**config.mk**
```make
export PLATFORM = sky130hd
export DESIGN_NAME = caf_filter_cfg
export DESIGN_NICKNAME = d
export VERILOG_FILES = /design/src/caf_filter_cfg.v /design/src/caf_ram.v
export VERILOG_INCLUDE_DIRS = /design/src
export SDC_FILE = /design/constraint.sdc
export NUM_CORES = 1
export LEC_CHECK = 0
export BUFFER_PORTS_ARGS = -buffer_cell sky130_fd_sc_hd__buf_2
export CAP_MARGIN = 25
export CORE_MARGIN = 4
export CORE_UTILIZATION = 56
export CTS_BUF_LIST = sky130_fd_sc_hd__clkbuf_2 sky130_fd_sc_hd__clkbuf_4 sky130_fd_sc_hd__clkbuf_8
export CTS_CLUSTER_SIZE = 14
export DETAILED_ROUTE_END_ITERATION = 8
export GPL_TIMING_DRIVEN = 0
export HOLD_SLACK_MARGIN = 0.08
export PLACE_DENSITY = 0.8
export SLEW_MARGIN = 5
export SYNTH_ARGS = -nofsm -noshare
export SYNTH_HDL_FRONTEND = slang
export SYNTH_SLANG_ARGS = --single-unit
```
**constraint.sdc**
```tcl
create_clock -name clk -period 2.23 [get_ports clk]
set_input_delay 0.3345 -clock clk [delete_from_list [all_inputs] [get_ports clk]]
set_output_delay 0.3345 -clock clk [all_outputs]
set_load 0.01 [all_outputs]
```
**src/caf_defs.vh**
```
// Constants for the acceptance filter configuration block.
`ifndef CAF_DEFS_VH
`define CAF_DEFS_VH
// ======================================================================
// Register map (word addresses on the plain register port)
`define CAF_ADDR_W          6
`define CAF_ADDR_EID_BASE   6'h00
`define CAF_ADDR_MSKSEL_LO  6'h10
`define CAF_ADDR_MASK0      6'h11
`define CAF_ADDR_MASK1      6'h12
`define CAF_ADDR_MASK2      6'h13
`define CAF_ADDR_HITS       6'h14
// ======================================================================
// Field layout and reset values
`define CAF_NFILT           16
`define CAF_NSEL            8
`define CAF_SEL_W           2
`define CAF_SEL_MASK0       2'h0
`define CAF_SEL_MASK1       2'h1
`define CAF_SEL_MASK2       2'h2
`define CAF_SEL_RSVD        2'h3
`define CAF_MSKSEL_RST      16'h0000
`define CAF_MASK_RST        16'h0000
`define CAF_EID_RST         16'h0000
`endif

```
**src/caf_filter_cfg.v**
```verilog
// Acceptance filter configuration registers and identifier compare.
// Overview of operation
// [RL1] Sixteen filters each hold sixteen writable extended identifier match bits.
// [RL2] A set match bit requires the frame identifier bit to be one.
// [RL3] A clear match bit requires the frame identifier bit to be zero.
// [RL4] One 16-bit register holds 2-bit mask selects for filters 0-7, cleared at reset.
// [RL5] Select code 00, 01, 10 picks masks 0, 1, 2; code 11 is reserved.
// [RL6] Only bits where the selected mask bit is set are compared.
//
// Chosen here: the plain strobed port and the placing of the registers.
`include "caf_defs.vh"
module caf_filter_cfg (
    input  wire        clk,
    input  wire        nrst,
    input  wire [5:0]  addr,
    input  wire [15:0] wdata,
    input  wire        wr,
    input  wire        rd,
    output reg  [15:0] rdata,
    input  wire [15:0] rx_ext_id,
    input  wire        rx_id_valid,
    output reg  [15:0] filter_hit,
    output reg         hit_valid
);
    // ======================================================================
    // Decoding helpers
    function [15:0] mask_pick;
        input [1:0]  sel;
        input [15:0] m0;
        input [15:0] m1;
        input [15:0] m2;
        begin
            case (sel) // RL5
                `CAF_SEL_MASK0: mask_pick = m0;
                `CAF_SEL_MASK1: mask_pick = m1;
                `CAF_SEL_MASK2: mask_pick = m2;
                default:        mask_pick = 16'h0000;
            endcase
        end
    endfunction
    function is_eid_addr;
        input [5:0] a;
        begin
            is_eid_addr = (a[5:4] == 2'h0);
        end
    endfunction

    function [15:0] word_of;
        input [255:0] all;
        input integer idx;
        begin
            word_of = all[idx*16 +: 16];
        end
    endfunction

    function [1:0] sel_field;
        input [15:0]  sel_reg;
        input integer n;
        begin
            sel_field = sel_reg[n*2 +: 2];
        end
    endfunction

    // ======================================================================
    // Registers
    reg  [15:0]  msksel_r;
    reg  [15:0]  mask0_r;
    reg  [15:0]  mask1_r;
    reg  [15:0]  mask2_r;
    reg  [15:0]  last_hit_r;
    reg  [15:0]  rdata_nxt;
    wire [255:0] eid_all;
    wire [15:0]  hit_nxt;
    wire         eid_we;
    wire         msksel_we;
    wire         mask0_we;
    wire         mask1_we;
    wire         mask2_we;
    genvar       f;

    // ======================================================================
    // Write decode. A write to an unmapped or read-only word raises no
    // enable and is dropped.
    assign eid_we    = wr && is_eid_addr(addr); // RL1
    assign msksel_we = wr && (addr == `CAF_ADDR_MSKSEL_LO); // RL4
    assign mask0_we  = wr && (addr == `CAF_ADDR_MASK0); // RL6
    assign mask1_we  = wr && (addr == `CAF_ADDR_MASK1); // RL6
    assign mask2_we  = wr && (addr == `CAF_ADDR_MASK2); // RL6

    // ======================================================================
    // Match bit store. Its words are not reset, so software must write a
    // filter's match bits before it relies on that filter's hits.
    caf_ram u_eid (
        .clk       (clk),
        .we        (eid_we),
        .waddr     (addr[3:0]),
        .wdata     (wdata),
        .raddr     (addr[3:0]),
        .rdata     (),
        .all_words (eid_all)
    );

    // ======================================================================
    // Mask source select register, filter 7 at the top, filter 0 at the bottom.
    always @(posedge clk or negedge nrst) begin
        if (!nrst) begin
            msksel_r <= `CAF_MSKSEL_RST; // RL4
        end else if (msksel_we) begin
            msksel_r <= wdata; // RL4
        end
    end

    // ======================================================================
    // Acceptance masks. A set bit makes that identifier bit take part in
    // the compare; all masks clear at reset, so every filter with a legal
    // select accepts any identifier until software narrows it.
    always @(posedge clk or negedge nrst) begin
        if (!nrst) begin
            mask0_r <= `CAF_MASK_RST;
        end else if (mask0_we) begin
            mask0_r <= wdata;
        end
    end

    always @(posedge clk or negedge nrst) begin
        if (!nrst) begin
            mask1_r <= `CAF_MASK_RST;
        end else if (mask1_we) begin
            mask1_r <= wdata;
        end
    end

    always @(posedge clk or negedge nrst) begin
        if (!nrst) begin
            mask2_r <= `CAF_MASK_RST;
        end else if (mask2_we) begin
            mask2_r <= wdata;
        end
    end

    // ======================================================================
    // Compare. Filters 8-15 have no select here and always use mask 0.
    // A reserved select gives an all-zero mask but is treated as no match,
    // so a misconfigured filter can never accept everything.
    generate
        for (f = 0; f < `CAF_NFILT; f = f + 1) begin : g_filt
            wire [15:0] care;
            wire [15:0] diff;
            wire        rsvd;
            if (f < `CAF_NSEL) begin : g_sel
                assign care = mask_pick(sel_field(msksel_r, f), mask0_r, mask1_r, mask2_r); // RL5
                assign rsvd = (sel_field(msksel_r, f) == `CAF_SEL_RSVD); // RL5
            end else begin : g_fix
                assign care = mask0_r;
                assign rsvd = 1'b0;
            end
            assign diff       = word_of(eid_all, f) ^ rx_ext_id; // RL2 RL3
            assign hit_nxt[f] = ((diff & care) == 16'h0000) && !rsvd; // RL6
        end
    endgenerate

    // ======================================================================
    // Hit outputs. filter_hit keeps the last result until the next id, and
    // the same word is kept for software in the read-only hit register.
    always @(posedge clk or negedge nrst) begin
        if (!nrst) begin
            hit_valid <= 1'b0;
        end else begin
            hit_valid <= rx_id_valid;
        end
    end

    always @(posedge clk or negedge nrst) begin
        if (!nrst) begin
            filter_hit <= 16'h0000;
        end else if (rx_id_valid) begin
            filter_hit <= hit_nxt;
        end
    end

    always @(posedge clk or negedge nrst) begin
        if (!nrst) begin
            last_hit_r <= 16'h0000;
        end else if (rx_id_valid) begin
            last_hit_r <= hit_nxt;
        end
    end

    // ======================================================================
    // Read port. The answer is registered on the strobe edge, stands for
    // exactly the next cycle and is zero otherwise, so a stale word never
    // lingers on the bus. Match bits are taken from the flat copy of the
    // store so that every read source comes through the same register.
    always @* begin
        rdata_nxt = 16'h0000;
        if (rd) begin
            if (is_eid_addr(addr)) begin
                rdata_nxt = word_of(eid_all, addr[3:0]); // RL1
            end else begin
                case (addr)
                    `CAF_ADDR_MSKSEL_LO: rdata_nxt = msksel_r; // RL4
                    `CAF_ADDR_MASK0:     rdata_nxt = mask0_r;
                    `CAF_ADDR_MASK1:     rdata_nxt = mask1_r;
                    `CAF_ADDR_MASK2:     rdata_nxt = mask2_r;
                    `CAF_ADDR_HITS:      rdata_nxt = last_hit_r;
                    default:             rdata_nxt = 16'h0000;
                endcase
            end
        end
    end

    always @(posedge clk or negedge nrst) begin
        if (!nrst) begin
            rdata <= 16'h0000;
        end else begin
            rdata <= rdata_nxt;
        end
    end
endmodule // caf_filter_cfg

```
**src/caf_ram.v**
```verilog
// Sixteen-word store of extended identifier match bits, one word per filter.
module caf_ram (
    input  wire        clk,
    input  wire        we,
    input  wire [3:0]  waddr,
    input  wire [15:0] wdata,
    input  wire [3:0]  raddr,
    output reg  [15:0] rdata,
    output wire [255:0] all_words
);
    reg [15:0] mem [0:15];
    genvar g;
    // ======================================================================
    // Storage
    always @(posedge clk) begin
        if (we) begin
            mem[waddr] <= wdata;
        end
        rdata <= mem[raddr];
    end
    generate
        for (g = 0; g < 16; g = g + 1) begin : g_flat
            assign all_words[g*16 +: 16] = mem[g];
        end
    endgenerate
endmodule // caf_ram

```
* Word-level counts from Yosys, hierarchy flattened
Memories as Yosys holds them, arrays and structs flattened.
Index checks and enable logic that the tools add are counted.
** Storage, ports and cells
- Output and inout port bits :: 33
- Bits in latches :: 0
- Input port bits :: 43
- Flip-flop bits (word level) :: 97
- Word-level logic and storage cells :: 129
- Memory bits (writable) :: 256
- ROM bits :: 0
- Memories kept :: 1
** Memory list
- u_eid.mem :: depth 16, bits a word 16, rd ports 16, clocked after Yosys merged registers in 0, write ports 1, RTL line caf_ram.v:11 : reg [15:0] mem [0:15];
** Cells by class
- Multipliers :: 0
- $lt $le $gt $ge :: 0
- Div/mod/pow operators :: 0
- Equal/unequal tests :: 29
- Bitwise operators :: 32
- Mux-type cells :: 13
- $add $sub $neg :: 0
- Shift operators :: 1
- Reductions and logical operators :: 46
** Operator list (count)
- $pmux 16 s3 :: 8
- $and 16x16->16 :: 16
- $logic_not 16->1 :: 16
- $shiftx 256x9->16 :: 1
- $xor 16x16->16 :: 16
- $pmux 16 s5 :: 1
- $eq 2x2->1 const B :: 16
- $mux 16 :: 2
- $eq 6x5->1 const B :: 5
- $logic_not 2->1 :: 9
- $eq 2x1->1 const B :: 8
- $logic_and 1x1->1 :: 13
- $logic_not 1->1 :: 8
- $mux 1 :: 2

* Logic depth before layout (Yosys ltp)
Gate-level depths: netlist of the first run.
- Depth after elaboration :: 5
- Depth in mapped cells :: 8

* Hierarchy
From an unflattened synthesis of the first run, not the netlist that was laid out.
** Unflattened totals
- Cell total of the unflattened synthesis :: 1822
- Area, all modules :: 23093.4 um^2
** By module, submodules not included
- caf_filter_cfg :: times used 1, cells an instance 1390, area each 13051.3 um^2
- caf_ram :: times used 1, cells an instance 432, area each 10042.1 um^2

* Worst setup path before layout of the first run
No wires, ideal clock.
- Path kind :: input port to flip-flop
- Start point :: input addr[1]
- End point :: memory u_eid.mem[3][0], enable pin
- Setup slack :: -0.430 ns
- Library setup time :: 0.409 ns
- Cell stages on the path :: 5
- Data required time :: 1.821 ns
- Buffers on the path :: 3
- Data arrival time :: 2.251 ns
- Cells stage by stage :: buf_4 > buf_2 > buf_2 > nand3_1 > nor3_1
** RTL lines
- start: declaration :: RTL line caf_filter_cfg.v:15 : input wire [5:0] addr,
- end: declaration :: RTL line caf_ram.v:11
No word-level cell before the write port.

* Worst setup path after layout of the first run
- Start point :: register msksel_r[6]
- End point :: register last_hit_r[3]
** Between the ends
- Longest elaborated chain between the ends :: 5
** Ends and longest elaborated chain
- start: declaration :: RTL line caf_filter_cfg.v:66 : reg [15:0] msksel_r;
- start signal: assignment :: RTL line caf_filter_cfg.v:107 : msksel_r <= `CAF_MSKSEL_RST;
- start signal: assignment :: RTL line caf_filter_cfg.v:109 : msksel_r <= wdata;
- $eq 2x2->1 (tied with other cells) :: RTL line caf_filter_cfg.v:33 : case (sel)
- $pmux 16 s3 :: RTL line caf_filter_cfg.v:33
- $and 16x16->16 :: RTL line caf_filter_cfg.v:158 : assign hit_nxt[f] = ((diff & care) == 16'h0000) && !rsvd;
- $logic_not 16->1 :: RTL line caf_filter_cfg.v:158
- $logic_and 1x1->1 * :: RTL line caf_filter_cfg.v:158
- end signal: assignment :: RTL line caf_filter_cfg.v:185 : last_hit_r <= hit_nxt;
- end: declaration :: RTL line caf_filter_cfg.v:70 : reg [15:0] last_hit_r;
Every way passes the cells marked *; elsewhere a longest branch is shown, timed or not.
A chain may end at the register's enable or synchronous reset.

==> results of run 1 <==
-- critical path: cells and delay by family (launching register included) --
family / cells / cell delay (ns)
buffers and inverters: 3 / 0.42
AOI/OAI and AO/OA: 4 / 1.22
DFF: 1 / 0.43
muxes: 1 / 0.10
-- state kept, by name, summed over array words and instances (netlist names) --
register / flops
g_filt.care: 16
hit_valid: 1
last_hit_r: 16
mask1_r: 16
mask2_r: 16
msksel_r: 16
rdata: 16
u_eid.mem: 256
-- cells in the mapped netlist, types with 6 or more instances --
master,count
a22o_1,21
a222oi_1,19
dfrtp_1,97
clkbuf_1,96
mux2_2,119
o22ai_1,15
inv_1,13
a21o_1,10
a2111oi_0,7
buf_1,11
mux4_2,80
nor4_1,13
nor2b_1,12
o21ai_0,25
nor2_1,61
a221oi_1,6
mux2i_1,54
a21oi_1,98
mux2_4,10
xnor2_1,97
buf_2,60
edfxtp_1,256
nand4_1,22
nor3_1,13
xor2_1,159
o2bb2ai_1,7
nand2b_1,57
nand2_1,55
a22oi_1,101
-- routing by layer --
metal  global-route usage (%)  vias up  routed length (µm)
met1                     55.9     8130               30400
met2                     65.8     1416               39000
met3                     10.4      330               11400
met4                     26.5        4                7370
met5                        0        -                  25
li1                         -     6471                   -
-- metrics by stage --
| step | util [%] | instance area, µm² | TNS, ns | hold slack (ns) | std cells |
|---|---|---|---|---|---|
| floorplan | - | 20700 | -0.303 | 0.0389 | 1654 |
| global placement | 59.1 | 21600 | -346.21 | 0.563 | 2175 |
| detailed placement | 60.3 | 22000 | -95.42 | 0.349 | 2192 |
| CTS | 64.0 | 23400 | -0.0708 | 0.0955 | 2283 |
| global route | 64.3 | 23500 | -0.122 | 0.120 | 2276 |
| finish | 64.3 | 23500 | -0.135 | 0.137 | 2276 |
-- layout make-up --
type                       count  share of cell area [%]
tap                          468                    2.49
multi-input combinational   1112                    42.5
inverter                      13                   0.208
sequential                   353                    43.1
timing repair buffer          82                    3.22
clock buffer                  83                    4.49
buffer                       140                    3.16
clock inverter                25                   0.810
-- cells by family after synthesis --
family          count (synthesis)  share of synthesized area [%]
flops                         353                           48.8
compound gates                336                           11.2
mux                           265                           18.6
xor+xnor                      256                           10.8
simple gates                  255                           6.49
buf+inv                       189                           4.01
-- power by group --
part	switching [mW]	internal [mW]
Clock	2.77	3.38
Sequential	0.828	7.35
Combinational	2.55	1.63
-- final timing paths --
| check | start | end | slack, ns | depth (start not counted) |
|---|---|---|---|---|
| max | msksel_r[6] | last_hit_r[3] | -0.09 | 8 |
| min | wdata[3] | u_eid.mem[13][3] | 0.14 | 1 |
| max reg2reg | msksel_r[6] | last_hit_r[3] | -0.09 | 8 |
| min reg2reg | last_hit_r[0] | last_hit_r[0] | 0.58 | 1 |
| max in group asynchronous | nrst | g_filt[10].care[0] | 1.27 | 3 |
| min in group asynchronous | nrst | mask1_r[9] | 0.21 | 2 |
-- timing repair --
action / in CTS / in global routing
endpoints found under the hold margin: 55 / 0
resized for setup: 40 / 39
pin swaps: 4 / 5
cloned: 0 / 1
endpoints found under the setup margin: 16 / 16
hold buffers: 2 / 0
setup buffers: 1 / 6
==> results.yml, run 1 <==
global_routing:
  antenna_found_initial: 5
  grt_pass1_vias: 16100
  grt_pass1_wl_um: 122000
  track_usage_pct: 43.0
  overflow: 0
  grt_max_degree: 54
cts:
  clkTransAtPathRegs_ns: 0.07
  cts_made_buffers: 58
  cts.sinks: 353
  root_buffer: "clkbuf_8"
  cts_tree: "yes"
  clk_latency_ns: 0.66
  htreeDepth: 2
  clk_path_buf_depth: 3
critical_path:
  crit_path_max_fanout: 8
  slowest_delay_ns: 0.65
  endpoint_kind: "flop"
  startpoint_type: "flop"
  worstPathRequired_ns: 2.77
  worstPathArrival_ns: 2.86
  slowest_stage: "o21ai_0"
  critPathKind: "flop to flop"
  cp_cell_sequence: "buf_8 > buf_12 > buf_4 > mux2i_1 > o21ai_0 > a221o_1 > a2111oi_4 > a21o_1"
yosys:
  synth_area_leader_cell: "edfxtp_1"
  synth_area_per_cell_um2: 12.5
  synthesis.area_um2: 20700
  synth_top_area_share_pct: 37.1
  synth_edf_count: 256
  synth_seq_area_share_pct: 48.8
  syn_nets: 1697
  synth.area.top_cells: "edfxtp_1 (37%), dfrtp_1 (12%), mux4_2 (8.7%), xor2_1 (6.7%), mux2_2 (6.5%)"
  synth_cells: 1654
  synthFlopType: "edfxtp_1"
  ys_ff_latch: 353
  yosys_warnings: 0
  synth_cell_types: 63
  async_flop_share_pct: 27.5
sta:
  timing.final.crit_share_pct: 104
  skew_ns: 0.0213
  slew_headroom_pct: 29.8
  timing.final.ws_setup_ns: -0.0871
  rsz0062_at_grt: "true"
  finalHoldViolCount: 0
  fmax_mhz: 432
  worst_pin_slew_ns: 1.05
  slew_violations: 0
  min_period_ns: 2.32
  setup_viol: 4
floorplanning:
  core-area_um2: 36500
  fp.dieW_um: 200
  die_area_um2: 40100
  start_util_pct: 56.7
  die_height_um: 200
  rows: 70
  pin_count: 76
cells_and_area:
  drive_above_1_share_pct: 28.7
  fillers: 2757
  multi_input_area_um2: 9980
  area_growth_pct: 13.4
  final_common_cell: "edfxtp_1"
  seq_area_um2: 10100
  nets: 1803
  final_cell_mix: "edfxtp_1 (256), xor2_1 (159), mux2_2 (119), buf_2 (100), a22oi_1 (100)"
  antenna_cells: 0
routing:
  wl_um: 88200
  via_per_inst: 7.18
  num_vias: 16400
  drc: 0
  ant_nets: 0
  wl_per_cell_um: 38.7
  firstDrtPassIters: 9
  drtIter0Drc: 2448
pwr:
  cellPowerDensity_nw_per_um2: 788
  total_power_mw: 18.5
  ir_drop_mv: 0.608
  p_leak_nw: 8.67
place:
  hpwl_um: 64300
  io_buffers: 53
  gp_congestion: 1.02
  dp_slack_ns: -0.868
worst_hold_path:
  holdCritPathClass: "primary input to flop"
status:
  status: "finished with violations"
  violations: "setup timing"
run:
  drv_cap: 0
Note: power is estimated with default switching activity, not from simulation.
==> run 2: changes to the inputs <==
==> constraint.sdc (replaced) <==
create_clock -name clk -period 2.37 [get_ports clk]
set_input_delay 0.3555 -clock clk [delete_from_list [all_inputs] [get_ports clk]]
set_output_delay 0.3555 -clock clk [all_outputs]
set_load 0.01 [all_outputs]
==> run 2 against run 1 <==
Effect of this change:
- the flow still finishes with violations (setup timing)
- worst hold slack gained 0.024 ns
- combinational power down 1%
- global-route usage about the same
- largest power group unchanged
- clock skew increased by 0.0084 ns
==> results.yml, run 2 (synthesized netlist as in run 1, its figures left out) <==
status:
  status: "finished with violations"
  violations: "setup timing"
sta:
  slew_violations: 0
  worst_pin_slew_ns: 1.03
  fin_setup_tns_ns: -0.303
  fmax_mhz: 408
  timing.final.ws_setup_ns: -0.0812
  finalHoldViolCount: 0
  worst_hold_slack_ns: 0.161
  skew_ns: 0.0297
  min_period_ns: 2.45
  timing.final.crit_share_pct: 103
  slew_headroom_pct: 31.1
  setup_viol: 6
cts:
  clk_path_buf_depth: 3
  clkTransAtPathRegs_ns: 0.07
  clk_latency_ns: 0.67
  root_buffer: "clkbuf_8"
  cts_made_buffers: 58
  cts_tree: "yes"
  cts.sinks: 353
  htreeDepth: 2
pwr:
  cellPowerDensity_nw_per_um2: 742
  ir_drop_mv: 0.571
  total_power_mw: 17.4
  p_leak_nw: 8.65
critical_path:
  critPathKind: "flop to flop"
  worstPathRequired_ns: 2.91
  cp_cell_sequence: "buf_1 > clkbuf_1 > a22oi_1 > nand4_1 > nor3_1 > a21o_1"
  slowest_delay_ns: 0.65
  startpoint_type: "flop"
  path_delay_family: "buffers and inverters"
  r2r_start: "g_filt[10].care[15]"
  crit_start: "g_filt[10].care[15]"
  slowest_stage: "buf_1"
  worstPathArrival_ns: 2.99
  worst-path-buf-inv: 2
  crit_path_max_fanout: 10
  endpoint_kind: "flop"
routing:
  num_vias: 16400
  ant_nets: 0
  firstDrtPassIters: 6
  drc: 0
  wl_um: 88200
  via_per_inst: 7.16
  wl_per_cell_um: 38.4
  drtIter0Drc: 2519
cells_and_area:
  area_growth_pct: 13.1
  largest_reg_flops: 256
  fillers: 2770
  multi_input_area_um2: 9920
  final_cell_mix: "edfxtp_1 (256), xor2_1 (159), mux2_2 (119), buf_2 (111), a22oi_1 (101)"
  fin_area_um2: 23400
  top_register: "u_eid.mem"
  fin_cells: 2293
  seq_area_um2: 10100
  nets: 1819
  final_common_cell: "edfxtp_1"
  utilization_pct: 64.1
  drive_above_1_share_pct: 27.3
place:
  io_buffers: 53
  placed_area_um2: 22000
  dp_slack_ns: -0.728
  hpwl_um: 64300
  placedCellCount: 2192
  gp_congestion: 1.02
floorplanning:
  start_util_pct: 56.7
  fp.dieW_um: 200
  pin_count: 76
  die_height_um: 200
  core-area_um2: 36500
  rows: 70
  die_area_um2: 40100
worst_hold_path:
  worstHoldStart: "wdata[0]"
  holdCritPathClass: "primary input to flop"
run:
  drv_cap: 0
global_routing:
  grt_pass1_wl_um: 122000
  antenna_found_initial: 1
  overflow: 0
  grt_max_degree: 54
  track_usage_pct: 43.0
  grt_pass1_vias: 16100
run 2: what timing repair did:
| action | in CTS | in global routing |
|---|---|---|
| gates cloned | 0 | 1 |
| gates resized for setup | 22 | 26 |
| setup endpoints to repair | 15 | 14 |
| pin swaps | 1 | 4 |
| hold buffers | 3 | 0 |
| setup buffers | 0 | 3 |
| hold endpoints to repair | 54 | 0 |
run 2: worst paths after layout:
kind	to	slack [ns]	cells past startpoint
max reg2reg	last_hit_r[9]	-0.08	6
max in group asynchronous	rdata[1]	1.39	3
min in group asynchronous	mask2_r[6]	0.24	2
min	u_eid.mem[14][0]	0.16	1
min reg2reg	last_hit_r[0]	0.59	1
max	last_hit_r[9]	-0.08	6
run 2: final cells by class:
cell class | instances | share of cell area [%]
antenna | 1 | 0.0107
multi-input combinational | 1112 | 42.3
timing repair buffer | 79 | 3.16
buffer | 159 | 3.27
tap | 468 | 2.50
sequential | 353 | 43.2
clock buffer | 83 | 4.50
inverter | 13 | 0.208
clock inverter | 25 | 0.812
run 2: metal layers:
metal	part of all wire [%]	routed length [µm]	up-vias	GRT usage (%)
li1	-	-	6517	-
met1	34	30400	8185	55.3
met2	45	39700	1400	66.3
met3	13	11400	307	11.2
met4	7.6	6670	0	25.7
met5	0	0	-	0
run 2: power breakdown:
part           switching, mW  internal (mW)  leakage [nW]
combinational           2.62           1.51          4.41
clock                   2.61           3.19         0.653
sequential             0.534           6.92          3.59
